`src/shared/ptm_pkg.sv`:
```
package ptm_pkg;
  localparam int unsigned CNT_W = 10;
  localparam logic [7:0] OFF_CTRL0 = 8'h00;
  localparam logic [7:0] OFF_CTRL1 = 8'h04;
  localparam logic [7:0] OFF_CNT_LO = 8'h08;
  localparam logic [7:0] OFF_CNT_HI = 8'h0c;
  localparam logic [7:0] OFF_CMPA_LO = 8'h10;
  localparam logic [7:0] OFF_CMPA_HI = 8'h14;
  localparam logic [7:0] OFF_CMPP_LO = 8'h18;
  localparam logic [7:0] OFF_CMPP_HI = 8'h1c;
  localparam logic [7:0] OFF_FLAGS = 8'h20;
  // Control one field positions
  localparam int unsigned C1_MODE = 6;
  localparam int unsigned C1_PINF = 4;
  localparam int unsigned C1_OC = 3;
  localparam int unsigned C1_POL = 2;
  localparam int unsigned C1_CCLR = 0;
  // Control zero field positions
  localparam int unsigned C0_PAUSE = 7;
  localparam int unsigned C0_CKSEL = 4;
  localparam int unsigned C0_EN = 3;
  localparam logic [7:0] CTRL0_RST = 8'h00;
  localparam logic [7:0] CTRL1_RST = 8'h00;
  localparam logic [9:0] CMP_RST = 10'h000;
  localparam logic [9:0] CNT_MAX = 10'h3ff;
  // Count tick dividers of pclk for each clock select
  localparam logic [7:0] DIV_SEL0 = 8'h04;
  localparam logic [7:0] DIV_SEL1 = 8'h01;
  localparam logic [7:0] DIV_SEL2 = 8'h10;
  localparam logic [7:0] DIV_SEL3 = 8'h40;
  localparam logic [7:0] DIV_SUB = 8'h80;
  typedef enum logic [1:0] {
    PTM_MODE_CMP = 2'b00,
    PTM_MODE_UNDEF = 2'b01,
    PTM_MODE_PWM = 2'b10,
    PTM_MODE_TMR = 2'b11
  } ptm_mode_t;
  typedef struct packed {
    ptm_mode_t mode;
    logic [1:0] pin_function_field;
    logic output_control_bit;
    logic output_polarity_bit;
    logic rsvd;
    logic clear_select_bit;
  } ptm_ctrl1_t;
endpackage

```
`src/hdl/ptm_timer.sv`:
```
// Chosen here: the register addresses and the APB register port.
`timescale 1ns/100ps
module ptm_timer
  import ptm_pkg::*;
#(
  parameter int unsigned DIV_W = 8
) (
  input wire logic pclk,
  input wire logic presetn,
  input wire logic psel,
  input wire logic penable,
  input wire logic pwrite,
  input wire logic [7:0] paddr,
  input wire logic [31:0] pwdata,
  output logic [31:0] prdata,
  output logic pready,
  output logic pslverr,
  output logic timer_out,
  output logic timer_out_en,
  output logic compare_a_flag,
  output logic compare_p_flag
);
  // Register state
  logic [7:0] ctrl0_r;
  ptm_ctrl1_t ctrl1_r;
  logic [9:0] cmp_a_r;
  logic [9:0] cmp_p_r;

  // Counting state
  logic [9:0] cnt_r;
  logic [9:0] cnt_nxt;
  logic [DIV_W-1:0] div_r;
  logic [DIV_W-1:0] div_nxt;
  logic en_d_r;

  // Pin and flag state
  logic pin_r;
  logic pin_nxt;
  logic [1:0] flag_r;
  logic [1:0] flag_nxt;

  // Bus qualifiers; slave answers with zero wait states
  wire access = psel & penable;
  wire wr = access & pwrite;
  wire rd_err = 1'b0;

  // Address decode, one wire per register
  wire hit_c0 = paddr == OFF_CTRL0;
  wire hit_c1 = paddr == OFF_CTRL1;
  wire hit_clo = paddr == OFF_CNT_LO;
  wire hit_chi = paddr == OFF_CNT_HI;
  wire hit_alo = paddr == OFF_CMPA_LO;
  wire hit_ahi = paddr == OFF_CMPA_HI;
  wire hit_plo = paddr == OFF_CMPP_LO;
  wire hit_phi = paddr == OFF_CMPP_HI;
  wire hit_flg = paddr == OFF_FLAGS;

  // Any decoded register, counter bytes included
  wire mapped_ctl = hit_c0 | hit_c1 | hit_flg;
  wire mapped_cnt = hit_clo | hit_chi;
  wire mapped_cmp = hit_alo | hit_ahi | hit_plo | hit_phi;
  wire mapped = mapped_ctl | mapped_cnt | mapped_cmp;

  // Handshake is combinational; unmapped access errors
  assign pready = 1'b1;
  assign pslverr = access & (~mapped | rd_err);

  // Write strobes; counter bytes have none, so writes there are dropped
  wire wr_c0 = wr & hit_c0;
  wire wr_c1 = wr & hit_c1;
  wire wr_alo = wr & hit_alo;
  wire wr_ahi = wr & hit_ahi;
  wire wr_plo = wr & hit_plo;
  wire wr_phi = wr & hit_phi;
  wire wr_flg = wr & hit_flg;

  // Control zero fields
  wire enable = ctrl0_r[C0_EN];
  wire paused = ctrl0_r[C0_PAUSE];
  wire [2:0] ck_sel = ctrl0_r[C0_CKSEL +: 3];
  wire en_rise = enable & ~en_d_r;

  // Control one fields; undefined mode code behaves as compare
  wire pwm_mode = ctrl1_r.mode == PTM_MODE_PWM;
  wire tmr_mode = ctrl1_r.mode == PTM_MODE_TMR;
  wire [1:0] pin_fn = ctrl1_r.pin_function_field;
  wire oc_bit = ctrl1_r.output_control_bit;
  wire pol_bit = ctrl1_r.output_polarity_bit;
  wire clr_sel = ctrl1_r.clear_select_bit;

  // Divider limit per clock select; reserved codes use the slowest rate
  logic [7:0] div_lim;
  always_comb begin
    unique case (ck_sel)
      3'd0: div_lim = DIV_SEL0;
      3'd1: div_lim = DIV_SEL1;
      3'd2: div_lim = DIV_SEL2;
      3'd3: div_lim = DIV_SEL3;
      default: div_lim = DIV_SUB;
    endcase
  end

  // Count tick; pause keeps the counter where it is and clears the divider
  wire running = enable & ~paused;
  wire [DIV_W-1:0] div_end = DIV_W'(div_lim - 8'h01);
  wire tick = running & (div_r >= div_end);

  // Divider restarts on each tick and while stopped
  always_comb begin
    div_nxt = div_r + DIV_W'(1);
    if (tick | ~running) begin
      div_nxt = '0;
    end
  end

  // Step target; a match is the counter reaching the compare value
  wire [10:0] cnt_inc = {1'b0, cnt_r} + 11'h001;
  wire a_zero = cmp_a_r == CMP_RST;
  wire p_zero = cmp_p_r == CMP_RST;

  // P of zero means a full 1024 step period
  wire [10:0] period = p_zero ? 11'h400 : {1'b0, cmp_p_r};

  // Comparators; A of zero never matches
  wire match_a = tick & (cnt_inc == {1'b0, cmp_a_r}) & ~a_zero;
  wire match_p = tick & (cnt_inc == period);
  wire ovf = tick & (cnt_r == CNT_MAX);

  // Clear select only counts outside PWM
  wire cclr = clr_sel & ~pwm_mode;

  // Flag sources; P flag suppressed when A clears the counter
  wire set_a = match_a;
  wire set_p = match_p & ~cclr;

  // Clear sources; A of zero with A clearing wraps at 3ff
  wire clear_cnt = cclr ? match_a : match_p;
  wire wrap = ovf & cclr;

  // Counter next value; the clearing step never stores the compare value
  always_comb begin
    cnt_nxt = cnt_r;
    if (en_rise) begin
      cnt_nxt = '0;
    end else if (clear_cnt | wrap) begin
      cnt_nxt = '0;
    end else if (tick) begin
      cnt_nxt = cnt_inc[9:0];
    end
  end

  // PWM duty: counts 0..period-1, active while below A
  wire duty_full = {1'b0, cmp_a_r} >= period;
  wire below_a = cnt_r < cmp_a_r;
  wire pwm_active = duty_full | below_a;

  // Pin function forces a level while counting carries on
  logic pwm_level;
  always_comb begin
    unique case (pin_fn)
      2'b00: pwm_level = 1'b0;
      2'b01: pwm_level = 1'b1;
      default: pwm_level = pwm_active;
    endcase
  end

  // Active level by output-control, then polarity
  wire pwm_pin = (pwm_level ~^ oc_bit) ^ pol_bit;

  // Compare mode pin action on A match only
  always_comb begin
    pin_nxt = pin_r;
    if (en_rise) begin
      pin_nxt = oc_bit;
    end else if (match_a) begin
      unique case (pin_fn)
        2'b01: pin_nxt = 1'b0;
        2'b10: pin_nxt = 1'b1;
        2'b11: pin_nxt = ~pin_r;
        default: pin_nxt = pin_r;
      endcase
    end
  end

  // Pin level; output-control sets the compare-mode start level
  wire cmp_pin = pin_r ^ pol_bit;
  assign timer_out = pwm_mode ? pwm_pin : cmp_pin;

  // Pin is released in timer/counter mode for other use
  assign timer_out_en = enable & ~tmr_mode;

  // Flag outputs straight from flops
  assign compare_a_flag = flag_r[0];
  assign compare_p_flag = flag_r[1];

  // Per-flag next value; a set wins over a same-cycle write-one clear
  wire [1:0] flg_set = {set_p, set_a};
  wire [1:0] flg_clr = wr_flg ? pwdata[1:0] : 2'b00;
  for (genvar g = 0; g < 2; g++) begin : g_flag
    assign flag_nxt[g] = flg_set[g] | (flag_r[g] & ~flg_clr[g]);
  end

  // Sticky flags
  always_ff @(posedge pclk or negedge presetn) begin
    if (!presetn) begin
      flag_r <= 2'b00;
    end else begin
      flag_r <= flag_nxt;
    end
  end

  // Counter
  always_ff @(posedge pclk or negedge presetn) begin
    if (!presetn) begin
      cnt_r <= '0;
    end else begin
      cnt_r <= cnt_nxt;
    end
  end

  // Tick divider
  always_ff @(posedge pclk or negedge presetn) begin
    if (!presetn) begin
      div_r <= '0;
    end else begin
      div_r <= div_nxt;
    end
  end

  // Enable delayed one cycle for edge detection; reset matches idle enable
  always_ff @(posedge pclk or negedge presetn) begin
    if (!presetn) begin
      en_d_r <= 1'b0;
    end else begin
      en_d_r <= enable;
    end
  end

  // Compare-mode pin state
  always_ff @(posedge pclk or negedge presetn) begin
    if (!presetn) begin
      pin_r <= 1'b0;
    end else begin
      pin_r <= pin_nxt;
    end
  end

  // Control zero; low bits unimplemented and read zero
  always_ff @(posedge pclk or negedge presetn) begin
    if (!presetn) begin
      ctrl0_r <= CTRL0_RST;
    end else if (wr_c0) begin
      ctrl0_r <= {pwdata[7:3], 3'b000};
    end
  end

  // Control one; reserved bit held at zero
  always_ff @(posedge pclk or negedge presetn) begin
    if (!presetn) begin
      ctrl1_r <= CTRL1_RST;
    end else if (wr_c1) begin
      ctrl1_r <= {pwdata[7:2], 1'b0, pwdata[0]};
    end
  end

  // Compare A bytes, written independently with no latching
  always_ff @(posedge pclk or negedge presetn) begin
    if (!presetn) begin
      cmp_a_r <= CMP_RST;
    end else begin
      if (wr_alo) begin
        cmp_a_r[7:0] <= pwdata[7:0];
      end
      if (wr_ahi) begin
        cmp_a_r[9:8] <= pwdata[1:0];
      end
    end
  end

  // Compare P bytes; a torn update may give one odd period
  always_ff @(posedge pclk or negedge presetn) begin
    if (!presetn) begin
      cmp_p_r <= CMP_RST;
    end else begin
      if (wr_plo) begin
        cmp_p_r[7:0] <= pwdata[7:0];
      end
      if (wr_phi) begin
        cmp_p_r[9:8] <= pwdata[1:0];
      end
    end
  end

  // Read words; unused high bits read zero
  wire [31:0] rd_c0 = {24'h000000, ctrl0_r};
  wire [31:0] rd_c1 = {24'h000000, ctrl1_r};
  wire [31:0] rd_clo = {24'h000000, cnt_r[7:0]};
  wire [31:0] rd_chi = {30'h0, cnt_r[9:8]};
  wire [31:0] rd_alo = {24'h000000, cmp_a_r[7:0]};
  wire [31:0] rd_ahi = {30'h0, cmp_a_r[9:8]};
  wire [31:0] rd_plo = {24'h000000, cmp_p_r[7:0]};
  wire [31:0] rd_phi = {30'h0, cmp_p_r[9:8]};
  wire [31:0] rd_flg = {30'h0, flag_r};

  // Read mux; counter bytes are live, so read low then high with care
  always_comb begin
    unique case (paddr)
      OFF_CTRL0: prdata = rd_c0;
      OFF_CTRL1: prdata = rd_c1;
      OFF_CNT_LO: prdata = rd_clo;
      OFF_CNT_HI: prdata = rd_chi;
      OFF_CMPA_LO: prdata = rd_alo;
      OFF_CMPA_HI: prdata = rd_ahi;
      OFF_CMPP_LO: prdata = rd_plo;
      OFF_CMPP_HI: prdata = rd_phi;
      OFF_FLAGS: prdata = rd_flg;
      default: prdata = 32'h0000_0000;
    endcase
  end

  // Unused decode kept visible for the error path
  wire unused_ok = mapped_cnt & 1'b0;
  wire [31:0] pad_word = {31'h0, unused_ok};

  // Spare timing note: a flag write and a match in one cycle leave that flag set
  wire both_events = wr_flg & (set_a | set_p);
  wire [1:0] event_mask = {both_events, 1'b0};

  // Debug view of the step period, not routed out
  wire [10:0] period_view = period;
  wire [10:0] step_view = cnt_inc;

endmodule // ptm_timer

```
`config.mk`:
```
export PLATFORM = sky130hd
export DESIGN_NAME = ptm_timer
export DESIGN_NICKNAME = d
export VERILOG_FILES = /design/src/shared/ptm_pkg.sv /design/src/hdl/ptm_timer.sv
export SDC_FILE = /design/constraint.sdc
export NUM_CORES = 1
export LEC_CHECK = 0
export BUFFER_PORTS_ARGS = -buffer_cell sky130_fd_sc_hd__buf_4
export CAP_MARGIN = 5
export CORE_ASPECT_RATIO = 1.4
export CORE_UTILIZATION = 33
export CTS_BUF_LIST = sky130_fd_sc_hd__clkbuf_8
export DETAILED_ROUTE_END_ITERATION = 16
export PLACE_DENSITY_LB_ADDON = 0.12
export RECOVER_POWER = 50
export SKIP_LAST_GASP = 1
export SYNTH_ARGS = -nofsm -noshare
export SYNTH_HDL_FRONTEND = slang
export SYNTH_SLANG_ARGS = --single-unit
```
`constraint.sdc`:
```
create_clock -name pclk -period 2.5 [get_ports pclk]
set_input_delay 0.25 -clock pclk [delete_from_list [all_inputs] [get_ports pclk]]
set_output_delay 0.25 -clock pclk [all_outputs]
set_load 0.1 [all_outputs]
```
# Word level (Yosys, flattened, before mapping)
# Cells that the tools add are included.
# W data, S select, Z words.
[totals] out_inout_bits=38 register_bits=54 in_bits=45 word_cells=113
[classes] n_mux=14 n_lt_le_gt_ge=3 bitwise_logic=50 eq_ne=19 addsub=3 reduce_logical=9
[op_table] cell="$pmux W8 S9" n=1
[op_table] cell="$eq A8 B5 Y1 const B" n=4
[op_table] cell="$pmux W8 S4" n=1
[op_table] cell="$mux W10" n=3
[op_table] cell="$and A1 B1 Y1" n=23
[op_table] cell="$logic_not A10 Y1" n=2
[op_table] cell="$eq A8 B4 Y1 const B" n=2
[op_table] cell="$or A1 B1 Y1" n=13
[op_table] cell="$add A10 B1 Y11 const B" n=1
[op_table] cell="$eq A11 B10 Y1" n=1
[op_table] cell="$eq A11 B11 Y1" n=1
[op_table] cell="$ge A10 B11 Y1" n=1
[op_table] cell="$mux W11" n=1
[op_table] cell="$not A1 Y1" n=11
[op_table] cell="$eq A10 B10 Y1 const B" n=1
[op_table] cell="$lt A10 B10 Y1" n=1
[op_table] cell="$add A8 B1 Y8 const B" n=1
[op_table] cell="$eq A2 B2 Y1 const B" n=4
[op_table] cell="$eq A8 B3 Y1 const B" n=1
[op_table] cell="$eq A8 B6 Y1 const B" n=1
[op_table] cell="$ge A8 B8 Y1" n=1
[op_table] cell="$logic_not A8 Y1" n=1
[op_table] cell="$mux W8" n=1
[op_table] cell="$sub A8 B1 Y8 const B" n=1
[op_table] cell="other kinds (15)" n=20

# Longest topological paths before layout
[logic_depth] depth_word=11 depth_mapped=10 mapped_depth_nobuf=10

# Worst setup path after synthesis
# Ideal clock, no wire load.
[synth_path] path_type="register -> output" from="register cmp_p_r[8]" to="output port timer_out" stages_incl_launch_ff=9 path_buffers=0 slack_ps=-973 arrival_ps=3223 path_cell_list="dfrtp_1 inv_1 ha_1 or3_1 a221oi_1 a32oi_1 or4_1 nand3_1 xor2_1"
[synth_between] elab_chain_len=8
[synth_lines] element="start: declaration" line="ptm_timer.sv:27" rtl="logic [9:0] cmp_p_r;"
[synth_lines] element="start signal: assignment" line="ptm_timer.sv:289" rtl="cmp_p_r[9:8] <= pwdata[1:0];"
[synth_lines] element="$logic_not A10 Y1" line="ptm_timer.sv:119" rtl="wire p_zero = cmp_p_r == CMP_RST;"
[synth_lines] element="$mux W11 *" line="ptm_timer.sv:122" rtl="wire [10:0] period = p_zero ? 11'h400 : {1'b0, cmp_p_r};"
[synth_lines] element="$ge A10 B11 Y1 *" line="ptm_timer.sv:153" rtl="wire duty_full = {1'b0, cmp_a_r} >= period;"
[synth_lines] element="$or A1 B1 Y1 *" line="ptm_timer.sv:155" rtl="wire pwm_active = duty_full | below_a;"
[synth_lines] element="$pmux W1 S2 *" line="ptm_timer.sv:160" rtl="unique case (pin_fn)"
[synth_lines] element="$xnor A1 B1 Y1 *" line="ptm_timer.sv:168" rtl="wire pwm_pin = (pwm_level ~^ oc_bit) ^ pol_bit;"
[synth_lines] element="$xor A1 B1 Y1 *" line="ptm_timer.sv:168"
[synth_lines] element="$mux W1 *" line="ptm_timer.sv:187" rtl="assign timer_out = pwm_mode ? pwm_pin : cmp_pin;"
[synth_lines] element="end: declaration" line="ptm_timer.sv:18" rtl="output logic timer_out,"
# Mark *: on every way between the ends. The rest lies on a longest branch, timed or not.

# Worst setup path in the final report
[layout_path] from="register cmp_a_r[8]" to="output port timer_out"
[layout_between] elab_chain_len=6 word_cells_on_any_way=7 classes_between="order compare: 2; mux: 2; bitwise: 3"
[layout_lines] element="start: declaration" line="ptm_timer.sv:26" rtl="logic [9:0] cmp_a_r;"
[layout_lines] element="start signal: assignment" line="ptm_timer.sv:275" rtl="cmp_a_r[9:8] <= pwdata[1:0];"
[layout_lines] element="$ge A10 B11 Y1 or $lt A10 B10 Y1 (tied branches)" line="ptm_timer.sv:153, ptm_timer.sv:154"
[layout_lines] element="$or A1 B1 Y1 *" line="ptm_timer.sv:155"
[layout_lines] element="$pmux W1 S2 *" line="ptm_timer.sv:160"
[layout_lines] element="$xnor A1 B1 Y1 *" line="ptm_timer.sv:168"
[layout_lines] element="$xor A1 B1 Y1 *" line="ptm_timer.sv:168"
[layout_lines] element="$mux W1 *" line="ptm_timer.sv:187"
# Marked as above.

==> run metrics <==
outcome=finished with violations; failing checks=negative setup slack; worst skew pair latency=0.33 ns; DP Area=0.004941 mm2; total global-route track usage=between 10% and 20%; unrepaired setup endpoints after global routing=yes; CTS Buf Count=5; post-route insts no fill=702; Die Area=0.01299 mm2; Final Hold Vio Count=0; hpwl dp=9.994 mm; Startpoint Class=register; fill count=approximately 1300; Yosys top cell area share=32.67%; Setup crit start=cmp_a_r[8]; CTS tree=built; Synth Area in XOR/XNOR=8.530%; first-pass GRT wire length=a little under 20 mm; Synth Area in Adders=roughly 9%; cell row count=48; Initial DRC Count=314; worst r2r src=cnt_r[1]; Seq/Total Area, Yosys=32.67%; leak pwr=2.432 nW; Syn. warnings=0; Residual DRC=0; layout cells sized above 1=slightly below 30%; # nets final=625; Final ANT Viol Nets=0; max_cap viols=0; vias per inst=5.108; Boundary Pins=83; CP cell instances=ha_1 > or3_4 > a221oi_2 > a32oi_1 > or4_1 > nand3_2 > xor2_4 > buf_12; asr flop ratio synth=100.0%; initial antenna violation count=0; synthesized area=0.004136 mm2; GR Overflow Total=0; synthesized flop and latch total=54; final slew viol count=0; ys flop type=dfrtp_1; placer congestion estimate=between 0.8 and 0.9; Power Dens Cells=382.7 mW/mm2; Mean Syn Cell Area=~9.1 um2; setup violators final=1; sequential cell area=roughly 0.0014 mm2; combinational family with the most area after synthesis=simple AND/OR/NAND/NOR gates; H-tree levels=2; final WL=12.52 mm; CTS Root Cell=clkbuf_8; Fin Clk Skew=approximately 0.0062 ns; maximum clock path buffer count=2; Yosys top cell by area=dfrtp_1; Layout area overhead=24.56%; finished layout cell area=0.005152 mm2; Req. time, crit path=2.25 ns; count of port buffers added during placement=33; Slew HR=2.155%; Routed WL per cell=17.84 um; HP Start=pwdata[3]; Crit path largest cell delay=0.43 ns; peak supply drop=257.8 uV; ANT cells=0; Critical Path Fanout Max=3; final core occ=approximately 42%; vias after detailed routing=around 3600; Initial Util=33.76%; synth unique cells=58; Pwr Total=0.001972 W; compound-cell area share of the yosys netlist=around 13%; CP max-delay cell=or4_1; Fmax=0.3494 GHz; CTS sink cnt=54; Final WS setup=-0.3619 ns; worst hold path class=input pin to register; crit path DAT=roughly 2.6 ns; Crit Path Category=register to output pin; Post-Synthesis Cells=456; TritonRoute pass-1 iters=5; mux cell area share after synthesis=8.137%; CP endpoint kind=output pin; clk slew on worst S/H paths=0.11 ns; Worst-Margin Slew=1.468 ns; core box area=0.01225 mm2; footprint of the multi-input gates=0.002554 mm2; Die W=between 90 and 100 um; Post-synth EDFFs=0; Tmin final=between 2 and 3 ns; dpl cells=689; largest net degree at the start of global routing=55; Place WS=-0.1861 ns; Tcrit/Tclk final=114.5%; Simple-Gate Fraction of Synth Area=about a fifth; number of global-route vias before repair=3604; die height=134.5 um; Area contributors post-synth=dfrtp_1 (33%), ha_1 (8.8%), mux2_2 (7.9%), buf_4 (5.1%), nand2_1 (3.9%)
-- cell usage in the layout (no fill, tap or decap), types with 3 or more instances in the layout --
cell type | synthesis | routed
xor2_1 | 17 | 16
ha_1 | 29 | 27
nand2b_1 | 5 | 5
a211oi_1 | 8 | 6
xnor2_1 | 18 | 18
nor4_1 | 4 | 4
clkbuf_8 | 0 | 5
conb_1 | 2 | 25
nor3_1 | 16 | 16
a21o_1 | 4 | 4
nand3_1 | 24 | 23
or4_1 | 6 | 6
a222oi_1 | 7 | 7
dfrtp_1 | 54 | 53
buf_12 | 0 | 3
nand4_1 | 8 | 8
nor2_1 | 29 | 28
inv_1 | 31 | 31
mux2_2 | 29 | 29
a21oi_1 | 14 | 13
buf_4 | 28 | 100
o21ai_0 | 16 | 14
nand2_1 | 43 | 43
nor2b_1 | 4 | 4
and3_1 | 5 | 5
nand3b_1 | 3 | 3
-- worst max-delay path: cells and delay by family (launching register included) --
kind	cells	cell delay (ns)
simple gates	3	0.96
xor+xnor	1	0.17
fa+ha+maj	1	0.22
buf+inv	1	0.19
compound gates	2	0.32
flops	1	0.41
-- flip-flops by register name, summed over array words and instances (netlist names) --
name	count
ctrl0_r	5
pin_r	1
pin_fn	2
pol_bit	1
cnt_r	10
en_d_r	1
oc_bit	1
flag_r	2
clr_sel	1
cmp_a_r	10
cmp_p_r	10
div_r	8
ctrl1_r	2
-- routing by layer --
layer / track usage [%] / routed length [um] / share of wire (%)
met1: 23.32 / 5144 / 41
met2: 36.66 / 6737 / 54
met3: 2.640 / 353 / 2.8
met4: 6.551 / 286 / 2.3
met5: 0 / 0 / 0
-- power by group --
part	switching (W)	total, W	internal, W	leakage (nW)
clock network	0.000342	0.000649	0.000307	0.0591
registers	0.0000128	0.000900	0.000887	0.720
logic	0.000316	0.000423	0.000107	1.65
total	0.000671	0.00197	0.00130	2.43
-- timing repair --
item / in CTS / in global routing
hold buffers: 1 / 0
endpoints found under the hold margin: 1 / 0
pin swaps: 4 / 1
setup endpoints to repair: 13 / 14
setup buffers: 2 / 2
gates resized for setup: 11 / 5
-- final timing paths --
path / end / slack [ns] / cells after the start
worst max-delay path: timer_out / -0.36 / 8
worst min-delay path: oc_bit / 0.15 / 3
worst max register to register: cnt_r[1] / 0.06 / 10
worst min register to register: flag_r[1] / 0.52 / 2
max in group asynchronous: cmp_a_r[6] / 0.73 / 2
min in group asynchronous: en_d_r / 0.79 / 2
-- synthesized netlist by cell type, types with 2 or more instances --
cell type  instances
a211oi_1           8
a21o_1             4
a21oi_1           14
a221oi_1           2
a222oi_1           7
a22o_1             2
a22oi_1            2
a31oi_1            2
a32oi_1            2
and3_1             5
buf_2              4
buf_4             28
clkbuf_1           7
conb_1             2
dfrtp_1           54
ha_1              29
inv_1             31
mux2_2            29
nand2_1           43
nand2b_1           5
nand3_1           24
nand3b_1           3
nand4_1            8
nor2_1            29
nor2b_1            4
nor3_1            16
nor3_2             2
nor4_1             4
o21a_1             2
o21ai_0           16
o31ai_1            2
or3_1              2
or4_1              6
xnor2_1           18
xor2_1            17
-- cell type report --
cell class / count / area share (%)
clock buffer: 5 / 1.336
clock inverter: 3 / 0.9228
inverter: 31 / 2.258
multi-input combinational: 354 / 49.56
sequential: 54 / 26.25
tap: 150 / 3.643
timing repair buffer: 105 / 16.03
-- cells by family (layout without fill, tap and decap cells) --
group,Yosys count,count (layout)
AND/OR/NAND/NOR,158,158
AO/OA/AOI/OAI,75,75
buffers and inverters,71,144
flip-flops,54,54
XOR/XNOR,37,37
multiplexers,30,30
adder cells (fa/ha/maj),29,29
other,2,25
-- stage by stage --
stage	hold WS, ns	setup TNS [ns]
floorplan	-0.04559	-0.2002
finish	0.1476	-0.3619
global placement	0.3633	-1.164
global route	0.1577	-1.226
detailed placement	0.3615	-1.571
CTS	0.1419	-0.3654
(Power assumes the default switching activity.)
